`config.mk`:
```
export PLATFORM = sky130hd
export DESIGN_NAME = voltage_protection_element
export DESIGN_NICKNAME = d
export VERILOG_FILES = /design/src/verilog/vprot_pkg.sv /design/src/verilog/voltage_protection_element.sv
export SDC_FILE = /design/constraint.sdc
export NUM_CORES = 2
export LEC_CHECK = 0
export BUFFER_PORTS_ARGS = -buffer_cell sky130_fd_sc_hd__buf_2
export CORE_ASPECT_RATIO = 0.6
export CORE_UTILIZATION = 50
export CTS_BUF_LIST = sky130_fd_sc_hd__clkbuf_4
export DETAILED_ROUTE_END_ITERATION = 6
export PLACE_DENSITY = 0.67
export REMOVE_ABC_BUFFERS = 1
export SYNTH_ARGS = -nofsm -noshare
export SYNTH_HDL_FRONTEND = slang
export SYNTH_SLANG_ARGS = --single-unit
```
`constraint.sdc`:
```
create_clock -name core_clk -period 40.7 [get_ports core_clk]
set_input_delay 4.07 -clock core_clk [delete_from_list [all_inputs] [get_ports core_clk]]
set_output_delay 4.07 -clock core_clk [all_outputs]
set_load 0.005 [all_outputs]
```
`src/verilog/vprot_pkg.sv`:
```
// package: register map, field layouts and constants of the voltage protection element
package vprot_pkg;
	localparam logic [3:0] CTRL_ADDR     = 4'h0;
	localparam logic [3:0] RATING_ADDR   = 4'h1;
	localparam logic [3:0] PH_LEVEL_ADDR = 4'h2;
	localparam logic [3:0] PH_TIME_ADDR  = 4'h3;
	localparam logic [3:0] IMIN_ADDR     = 4'h4;
	localparam logic [3:0] G_LEVEL_ADDR  = 4'h5;
	localparam logic [3:0] G_TIME_ADDR   = 4'h6;
	localparam logic [3:0] STATE_ADDR    = 4'h7;
	localparam logic [3:0] IRQ_STAT_ADDR = 4'h8;
	localparam logic [3:0] IRQ_MASK_ADDR = 4'h9;

	localparam int CLK_PERIOD_NS = 10;
	localparam int TICK_TIME_NS  = 1000000;
	localparam int TICK_CYCLES   = TICK_TIME_NS / CLK_PERIOD_NS;

	// 1/sqrt(3) in Q16, hold limits 0.969 and 1.031 in Q8
	localparam logic [16:0] INV_SQRT3_Q16 = 17'h093CD;
	localparam logic [10:0] OV_HOLD_Q8    = 11'h0F8;
	localparam logic [10:0] UV_HOLD_Q8    = 11'h108;

	localparam logic [31:0] CTRL_RESET   = 32'h0000_3000;
	localparam logic [31:0] RATING_RESET = 32'h0064_0064;
	localparam logic [31:0] LEVEL_RESET  = 32'h00F8_0133;
	localparam logic [31:0] TIME_RESET   = 32'h0064_0064;
	localparam logic [31:0] IMIN_RESET   = 32'h0000_0010;
	localparam logic [3:0]  MASK_RESET   = 4'h0;

	typedef enum logic [1:0] {
		METH_FUND = 2'b00,
		METH_RMS  = 2'b01,
		METH_AVG  = 2'b10
	} method_type;

	typedef enum logic [1:0] {
		PICK_ANY = 2'b00,
		PICK_TWO = 2'b01,
		PICK_ALL = 2'b10
	} pick_rule_type;

	typedef struct packed {
		logic [17:0]   spare;
		logic          fourth_en;
		logic          phase_en;
		logic          superv_only;
		logic          fourth_rms;
		logic          src_calc;
		logic          fourth_under;
		logic          imin_en;
		pick_rule_type rule;
		method_type    method;
		logic          mode_p2p;
		logic          phase_under;
		logic          conn_delta;
	} ctrl_type;

	typedef struct packed {
		logic [15:0] fourth;
		logic [15:0] phase;
	} rating_type;

	typedef struct packed {
		logic [4:0]  spare;
		logic [10:0] ratio;
		logic [15:0] thr;
	} level_type;

	typedef struct packed {
		logic [15:0] imin_delay;
		logic [15:0] trip_delay;
	} time_type;

	typedef struct packed {
		logic [2:0][15:0] v_fund;
		logic [2:0][15:0] v_rms;
		logic [2:0][15:0] v_avg;
		logic [2:0][15:0] cur;
		logic [15:0]      x_fund;
		logic [15:0]      x_rms;
		logic [15:0]      x_calc;
	} meas_type;
endpackage

```
`src/verilog/voltage_protection_element.sv`:
```
// module: phase and fourth-input voltage protection with register port
`timescale 1ns/100ps
module voltage_protection_element #(
	parameter int TICK_CYCLES = vprot_pkg::TICK_CYCLES
) (
	input  wire logic               core_clk,
	input  wire logic               srst,
	input  wire logic               ce,
	input  wire logic [3:0]         addr,
	input  wire logic [31:0]        wdata,
	input  wire logic               wr_en,
	input  wire logic               rd_en,
	output logic [31:0]             rdata,
	input  wire vprot_pkg::meas_type meas,
	input  wire logic               trip_block,
	output logic [2:0]              alarm_phase,
	output logic [2:0]              trip_phase,
	output logic                    phase_alarm,
	output logic                    phase_trip,
	output logic                    fourth_alarm,
	output logic                    fourth_trip,
	output logic                    fourth_trip_command,
	output logic                    general_alarm,
	output logic                    general_trip,
	output logic                    irq
);
	vprot_pkg::ctrl_type   ctrl;
	vprot_pkg::rating_type rating;
	vprot_pkg::level_type  level [2];
	vprot_pkg::time_type   times [2];
	logic [15:0]           imin_thr, imin_cnt;
	logic [3:0]            irq_stat, irq_mask, next_irq_stat, irq_clr;
	logic [3:0]            chan_pick;
	logic [16:0]           tick_cnt;
	logic                  tick, imin_active, all_low, imin_block, g_valid;
	logic [15:0]           vn [2], val [4], el_cnt [2];
	logic [23:0]           lvl [2], rel [2], hold [2];
	logic                  under [2], en [2];
	logic [1:0]            pick, blk, el_alarm, el_trip, alarm_d, trip_d;
	logic [1:0]            n_pick;
	logic [32:0]           pg_prod;

	// scale a level by a Q8 factor, saturating
	function automatic logic [23:0] mul_q8(input logic [23:0] a,
		input logic [15:0] f);
		logic [39:0] p;
		p = {16'h0000, a} * {24'h00_0000, f};
		mul_q8 = (p[39:32] != 8'h00) ? 24'hFF_FFFF : p[31:8];
	endfunction

	// register writes
	always_ff @(posedge core_clk) begin
		if (srst) begin
			ctrl     <= vprot_pkg::CTRL_RESET;
			rating   <= vprot_pkg::RATING_RESET;
			level[0] <= vprot_pkg::LEVEL_RESET;
			level[1] <= vprot_pkg::LEVEL_RESET;
			times[0] <= vprot_pkg::TIME_RESET;
			times[1] <= vprot_pkg::TIME_RESET;
			imin_thr <= vprot_pkg::IMIN_RESET[15:0];
			irq_mask <= vprot_pkg::MASK_RESET;
		end else if (ce && wr_en) begin
			unique case (addr)
				vprot_pkg::CTRL_ADDR:     ctrl <= {18'h0_0000, wdata[13:0]};
				vprot_pkg::RATING_ADDR:   rating <= wdata;
				vprot_pkg::PH_LEVEL_ADDR: level[0] <= {5'h00, wdata[26:0]};
				vprot_pkg::G_LEVEL_ADDR:  level[1] <= {5'h00, wdata[26:0]};
				vprot_pkg::PH_TIME_ADDR:  times[0] <= wdata;
				vprot_pkg::G_TIME_ADDR:   times[1] <= {16'h0000, wdata[15:0]};
				vprot_pkg::IMIN_ADDR:     imin_thr <= wdata[15:0];
				vprot_pkg::IRQ_MASK_ADDR: irq_mask <= wdata[3:0];
				default: ;
			endcase
		end
	end

	// read port: data stand only in the cycle after the strobe
	always_ff @(posedge core_clk) begin
		if (srst) begin
			rdata <= 32'h0000_0000;
		end else if (ce) begin
			rdata <= 32'h0000_0000;
			if (rd_en) begin
				unique case (addr)
					vprot_pkg::CTRL_ADDR:     rdata <= ctrl;
					vprot_pkg::RATING_ADDR:   rdata <= rating;
					vprot_pkg::PH_LEVEL_ADDR: rdata <= level[0];
					vprot_pkg::G_LEVEL_ADDR:  rdata <= level[1];
					vprot_pkg::PH_TIME_ADDR:  rdata <= times[0];
					vprot_pkg::G_TIME_ADDR:   rdata <= times[1];
					vprot_pkg::IMIN_ADDR:     rdata <= {16'h0000, imin_thr};
					vprot_pkg::STATE_ADDR:    rdata <= {23'h00_0000,
						imin_block, el_trip, el_alarm, chan_pick};
					vprot_pkg::IRQ_STAT_ADDR: rdata <= {28'h000_0000, irq_stat};
					vprot_pkg::IRQ_MASK_ADDR: rdata <= {28'h000_0000, irq_mask};
					default:                  rdata <= 32'h0000_0000;
				endcase
			end
		end
	end

	// millisecond tick for all delays; shorten TICK_CYCLES in simulation
	always_ff @(posedge core_clk) begin
		if (srst) begin
			tick_cnt <= 17'h0_0000;
			tick     <= 1'b0;
		end else if (ce) begin
			tick     <= (tick_cnt == 17'(TICK_CYCLES - 1));
			tick_cnt <= (tick_cnt == 17'(TICK_CYCLES - 1)) ? 17'h0_0000
				: tick_cnt + 17'h0_0001;
		end
	end

	always_comb begin
		pg_prod = {17'h0_0000, rating.phase} * {16'h0000, vprot_pkg::INV_SQRT3_Q16};
		vn[0] = (ctrl.conn_delta || ctrl.mode_p2p) ? rating.phase
			: pg_prod[31:16];
		vn[1] = ctrl.src_calc ? rating.phase : rating.fourth;
		g_valid = !(ctrl.src_calc && ctrl.conn_delta);
		under[0] = ctrl.phase_under;
		under[1] = ctrl.fourth_under;
		en[0] = ctrl.phase_en;
		en[1] = ctrl.fourth_en && g_valid;
		for (int p = 0; p < 3; p++) begin
			unique case (ctrl.method)
				vprot_pkg::METH_RMS: val[p] = meas.v_rms[p];
				vprot_pkg::METH_AVG: val[p] = meas.v_avg[p];
				default:             val[p] = meas.v_fund[p];
			endcase
		end
		if (ctrl.src_calc)
			val[3] = meas.x_calc;
		else
			val[3] = ctrl.fourth_rms ? meas.x_rms : meas.x_fund;
		for (int e = 0; e < 2; e++) begin
			lvl[e] = mul_q8({8'h00, vn[e]}, level[e].thr);
			rel[e] = mul_q8(lvl[e], {5'h00, level[e].ratio});
			hold[e] = mul_q8(lvl[e], {5'h00, under[e]
				? vprot_pkg::UV_HOLD_Q8 : vprot_pkg::OV_HOLD_Q8});
			if (under[e] && rel[e] < hold[e])
				rel[e] = hold[e];
			if (!under[e] && rel[e] > hold[e])
				rel[e] = hold[e];
		end
	end

	// per-channel pickup with hysteresis; channel 3 is the fourth input
	generate
		for (genvar c = 0; c < 4; c++) begin : g_chan
			localparam int E = (c == 3) ? 1 : 0;
			always_ff @(posedge core_clk) begin
				if (srst) begin
					chan_pick[c] <= 1'b0;
				end else if (ce) begin
					if (!en[E])
						chan_pick[c] <= 1'b0;
					else if (under[E])
						chan_pick[c] <= ({8'h00, val[c]} < lvl[E]) ||
							(chan_pick[c] && {8'h00, val[c]} < rel[E]);
					else
						chan_pick[c] <= ({8'h00, val[c]} > lvl[E]) ||
							(chan_pick[c] && {8'h00, val[c]} >= rel[E]);
				end
			end
		end
	endgenerate

	always_comb begin
		n_pick = 2'(chan_pick[0]) + 2'(chan_pick[1]) + 2'(chan_pick[2]);
		unique case (ctrl.rule)
			vprot_pkg::PICK_TWO: pick[0] = (n_pick >= 2'd2);
			vprot_pkg::PICK_ALL: pick[0] = (n_pick == 2'd3);
			default:             pick[0] = (n_pick != 2'd0);
		endcase
		pick[1] = chan_pick[3];
		// only for undervoltage with check enabled
		imin_active = ctrl.phase_under && ctrl.imin_en;
		all_low = (meas.cur[0] < imin_thr) && (meas.cur[1] < imin_thr) &&
			(meas.cur[2] < imin_thr);
		blk = {1'b0, imin_block};
	end

	// dead currents mean an open breaker, so phase undervoltage must stay quiet
	always_ff @(posedge core_clk) begin
		if (srst) begin
			imin_block <= 1'b0;
			imin_cnt   <= 16'h0000;
		end else if (ce) begin
			if (!imin_active) begin
				imin_block <= 1'b0;
				imin_cnt   <= 16'h0000;
			end else if (all_low) begin
				imin_block <= 1'b1;
				imin_cnt   <= 16'h0000;
			end else if (imin_block) begin
				if (imin_cnt >= times[0].imin_delay)
					imin_block <= 1'b0;
				else if (tick)
					imin_cnt <= imin_cnt + 16'h0001;
			end
		end
	end

	// trip delay per element
	generate
		for (genvar e = 0; e < 2; e++) begin : g_elem
			always_ff @(posedge core_clk) begin
				if (srst) begin
					el_alarm[e] <= 1'b0;
					el_trip[e]  <= 1'b0;
					el_cnt[e]   <= 16'h0000;
				end else if (ce) begin
					if (!pick[e] || blk[e]) begin
						el_alarm[e] <= 1'b0;
						el_trip[e]  <= 1'b0;
						el_cnt[e]   <= 16'h0000;
					end else begin
						el_alarm[e] <= 1'b1;
						if (el_cnt[e] >= times[e].trip_delay)
							el_trip[e] <= 1'b1;
						else if (tick)
							el_cnt[e] <= el_cnt[e] + 16'h0001;
					end
				end
			end
		end
	endgenerate

	always_ff @(posedge core_clk) begin
		if (srst) begin
			alarm_phase         <= 3'h0;
			trip_phase          <= 3'h0;
			phase_alarm         <= 1'b0;
			phase_trip          <= 1'b0;
			fourth_alarm        <= 1'b0;
			fourth_trip         <= 1'b0;
			fourth_trip_command <= 1'b0;
			general_alarm       <= 1'b0;
			general_trip        <= 1'b0;
			alarm_d             <= 2'h0;
			trip_d              <= 2'h0;
		end else if (ce) begin
			alarm_phase  <= chan_pick[2:0] & {3{el_alarm[0]}};
			trip_phase   <= chan_pick[2:0] & {3{el_trip[0]}};
			phase_alarm  <= el_alarm[0];
			phase_trip   <= el_trip[0];
			fourth_alarm <= el_alarm[1];
			fourth_trip  <= el_trip[1];
			// supervision only or external trip_block: no command
			fourth_trip_command <= el_trip[1] && !ctrl.superv_only &&
				!trip_block;
			general_alarm <= el_alarm[0] || el_alarm[1];
			general_trip  <= el_trip[0] || el_trip[1];
			alarm_d <= el_alarm;
			trip_d  <= el_trip;
		end
	end

	// sticky events; a new event in the clearing cycle wins
	always_comb begin
		irq_clr = (wr_en && addr == vprot_pkg::IRQ_STAT_ADDR) ? wdata[3:0]
			: 4'h0;
		next_irq_stat = (irq_stat & ~irq_clr) |
			{el_trip[1] & ~trip_d[1], el_alarm[1] & ~alarm_d[1],
			 el_trip[0] & ~trip_d[0], el_alarm[0] & ~alarm_d[0]};
	end

	always_ff @(posedge core_clk) begin
		if (srst) begin
			irq_stat <= 4'h0;
			irq      <= 1'b0;
		end else if (ce) begin
			irq_stat <= next_irq_stat;
			irq      <= |(irq_stat & irq_mask);
		end
	end
endmodule // voltage_protection_element

```
==> metrics.txt <==
Die W=about 480 um; placed cell area=71420 um2; R2R setup slack=about 14000 ps; Seq/Total Area, Yosys=a little over a tenth; final hold violations=0; clk sinks=around 290; fin area=72480 um2; CTS tree=yes; Post-synth EDFFs=around 140; Hold Crit Class=reg -> reg; clock root cell=clkbuf_4; Sum Neg Setup Slack=0 ps; Worst Slack Setup Final=roughly 14000 ps; flops & latches, synth=294; IO Port Bufs=roughly 330; Hold Path Depth=2; Setup Buffers After CTS=0; Top FF cell, synth=dfxtp_1; critical hold path startpoint=rdata[3]$_SDFFE_PP0P_; Post-Synthesis Cells=between 7000 and 8000; adder-cell share of the synthesized area=between 40% and 50%; Die H=roughly 290 um; most frequent cells in the layout=1339 x inv_1, 1036 x nand2_1, 997 x fa_1; layout cells sized above 1=roughly 8.5%; IO Pins=328; Max Cap Violations=0; crit path capture type=flop; Slew @ Worst Pin=between 1000 and 1500 ps; number of fill cells=12320; Max Fclk=37.55 MHz; largest family of logic cells by synthesized area=adder cells; Setup Crit Path Kind=reg -> reg; critical path fanouts, max=23; Yosys cell types=between 100 and 150; FFs w/ async S/R, synth=0%; Reg clk slew, reported paths=80 ps; commonest non-fill, non-tap cell in the layout=inv_1; Routed WL per cell=roughly 21 um; Worst EP arrival=27460 ps; First-pass DRT Iterations=6; status=complete, no violations; cell mode on critical path=fa_1; simple-gate share of the synthesized area=between 10% and 20%; max-slew violations=0; worst path required time=~42000 ps; CTS Hold Bufs=0; slowest cell delay on critical path=between 800 and 900 ps; # DRC=0; Initial Util=approximately half; FP Rows=about 100; Mapped Area=a little under 70000 um2; initial DRC count=roughly 5300; Max stage delay cell, worst path=dfxtp_1; remaining antenna violation count=0; complex-gate fraction of the synthesized area=about an eighth; Max-slew headroom=15.34%; final WL=between 200 and 250 mm; Vias=roughly 57000; post_cts resized=0; Reg2Reg Depth=between 100 and 150; Die Area=between 100000 and 150000 um2; fin crit period=around 27000 ps; first-pass GRT wire length=322.9 mm; GRT Util Overall=a little under a third; Final setup viols=0; Synth Area in XOR/XNOR=approximately 2.6%; mux share of post-synthesis cell area=roughly 1.3%; initial antenna violation count=11; routability congestion estimate=1.008; vias in the first global route=56220; Skew-Pair Late Insertion Delay=between 900 and 1000 ps; Area Overhead vs Synth=7.161%; pre-CTS setup slack=between 10000 and 15000 ps; maximum clock insertion buffer count=3; critical path launch point type=flop; syn_area_per_cell=8.626 um2; # nets final=~10000; RR Endpoint=chan_pick[1]$_SDFFE_PP0P_; Crit path max-delay family=adder cells; GRT overflow=0; vias per cell=around 5.7; Final Cycle Share=65.43%; CTS buffer count=75; clk_skew=roughly 160 ps; RSZ-0062 raised after global routing=no; largest net degree at the start of global routing=97; WHS Endpoint=rdata[3]$_SDFFE_PP0P_; Buf/Inv on CP=13; critical register-to-register path startpoint=rating[8]$_SDFFE_PP0P_; DP Wirelength=roughly 170 mm; core area=134200 um2; CTS H-Tree Depth=3; synth warn=0
==> worst register-to-register path: cells and delay by family (launching register included) <==
kind                       cells  cell delay [ps]
DFF                            1              870
buffers and inverters         13             1440
and+or+nand+nor               20             3450
AOI/OAI and AO/OA             45             9910
adders and majority gates     23            10320
muxes                          1              410
xor gates and xnor gates       2              250
==> sequential cells by signal, summed over array words and instances (netlist names), 2 cells and up <==
register	flops
ctrl	14
alarm_phase	3
el_trip	2
rating	32
irq_mask	4
el_alarm	2
tick_cnt	17
imin_cnt	16
level	54
el_cnt	32
trip_phase	3
times	49
imin_thr	16
chan_pick	4
rdata	32
irq_stat	4
==> worst max path at each step <==
stage / startpoint / endpoint / cells past startpoint
2_1_floorplan: rating[9]$_SDFFE_PP0P_ / chan_pick[1]$_SDFFE_PP0P_ / 105
3_3_place_gp: rating[8]$_SDFFE_PP0P_ / chan_pick[1]$_SDFFE_PP0P_ / 108
3_5_place_dp: rating[8]$_SDFFE_PP0P_ / chan_pick[1]$_SDFFE_PP0P_ / 104
4_1_cts: rating[8]$_SDFFE_PP0P_ / chan_pick[1]$_SDFFE_PP0P_ / 104
5_1_grt: rating[8]$_SDFFE_PP0P_ / chan_pick[1]$_SDFFE_PP0P_ / 104
6_report: rating[8]$_SDFFE_PP0P_ / chan_pick[1]$_SDFFE_PP0P_ / 104
==> logic make-up after synthesis <==
group                      Yosys count
DFF                                294
and+or+nand+nor                   2411
buffers and inverters             1680
xor gates and xnor gates           203
adders and majority gates         1959
AOI/OAI and AO/OA                 1214
muxes                               80
==> metal layers <==
metal / vias to the layer above / track usage (%) / part of all wire, %
met2: 2750 / 42.69 / 40
li1: 25800 / - / -
met5: - / 0 / 0.045
met1: 27770 / 45.21 / 46
met4: 14 / 6.497 / 2.1
met3: 277 / 8.618 / 12
==> stage by stage <==
stage | utilization [%] | hold slack, ps | cells
2_1_floorplan | - | 438.8 | 7505
3_3_place_gp | 53.24 | 432.3 | 9771
3_5_place_dp | 53.24 | 444.0 | 9771
4_1_cts | 54.01 | 458.8 | 9909
5_1_grt | 54.02 | 485.5 | 9915
6_report | 54.03 | 453.1 | 9916
==> cell type report <==
type	count	area (um2)	area share [%]
antenna	7	17.52	0.02417
clock buffer	112	840.8	1.160
clock inverter	26	197.7	0.2728
inverter	1344	5045	6.960
multi-input combinational	5867	54220	74.80
sequential	294	7241	9.990
tap	1802	2255	3.111
timing repair buffer	464	2668	3.680
==> synth_stat cells (all sizes together), types with 7 or more instances <==
cell type | instances | area share [%]
a2111oi | 7 | 0.13
a211oi | 22 | 0.31
a21boi | 10 | 0.12
a21o | 232 | 2.6
a21oi | 352 | 2.6
a221oi | 23 | 0.33
a222oi | 7 | 0.10
a22o | 25 | 0.32
a22oi | 86 | 0.95
a31oi | 27 | 0.25
a32oi | 7 | 0.091
and2 | 467 | 4.3
and3 | 53 | 0.49
and4 | 17 | 0.22
buf | 33 | 0.20
clkbuf | 303 | 1.7
dfxtp | 159 | 4.7
edfxtp | 135 | 6.0
fa | 997 | 30
ha | 956 | 18
inv | 1342 | 7.4
mux2 | 28 | 0.48
mux2i | 52 | 0.78
nand2 | 1037 | 5.8
nand2b | 74 | 0.68
nand3 | 118 | 0.87
nand4 | 75 | 0.69
nor2 | 363 | 2.0
nor2b | 73 | 0.68
nor3 | 58 | 0.43
nor4 | 19 | 0.18
o2111ai | 7 | 0.091
o211ai | 24 | 0.28
o21a | 32 | 0.36
o21ai | 238 | 1.8
o21bai | 23 | 0.26
o31ai | 22 | 0.27
or2 | 13 | 0.12
or3 | 16 | 0.16
or4 | 9 | 0.11
xnor2 | 122 | 1.6
xor2 | 81 | 1.0
Power is left out: the tool's default activity adds up to more than one toggle a clock period on the data nets, which glitch-free logic cannot reach.
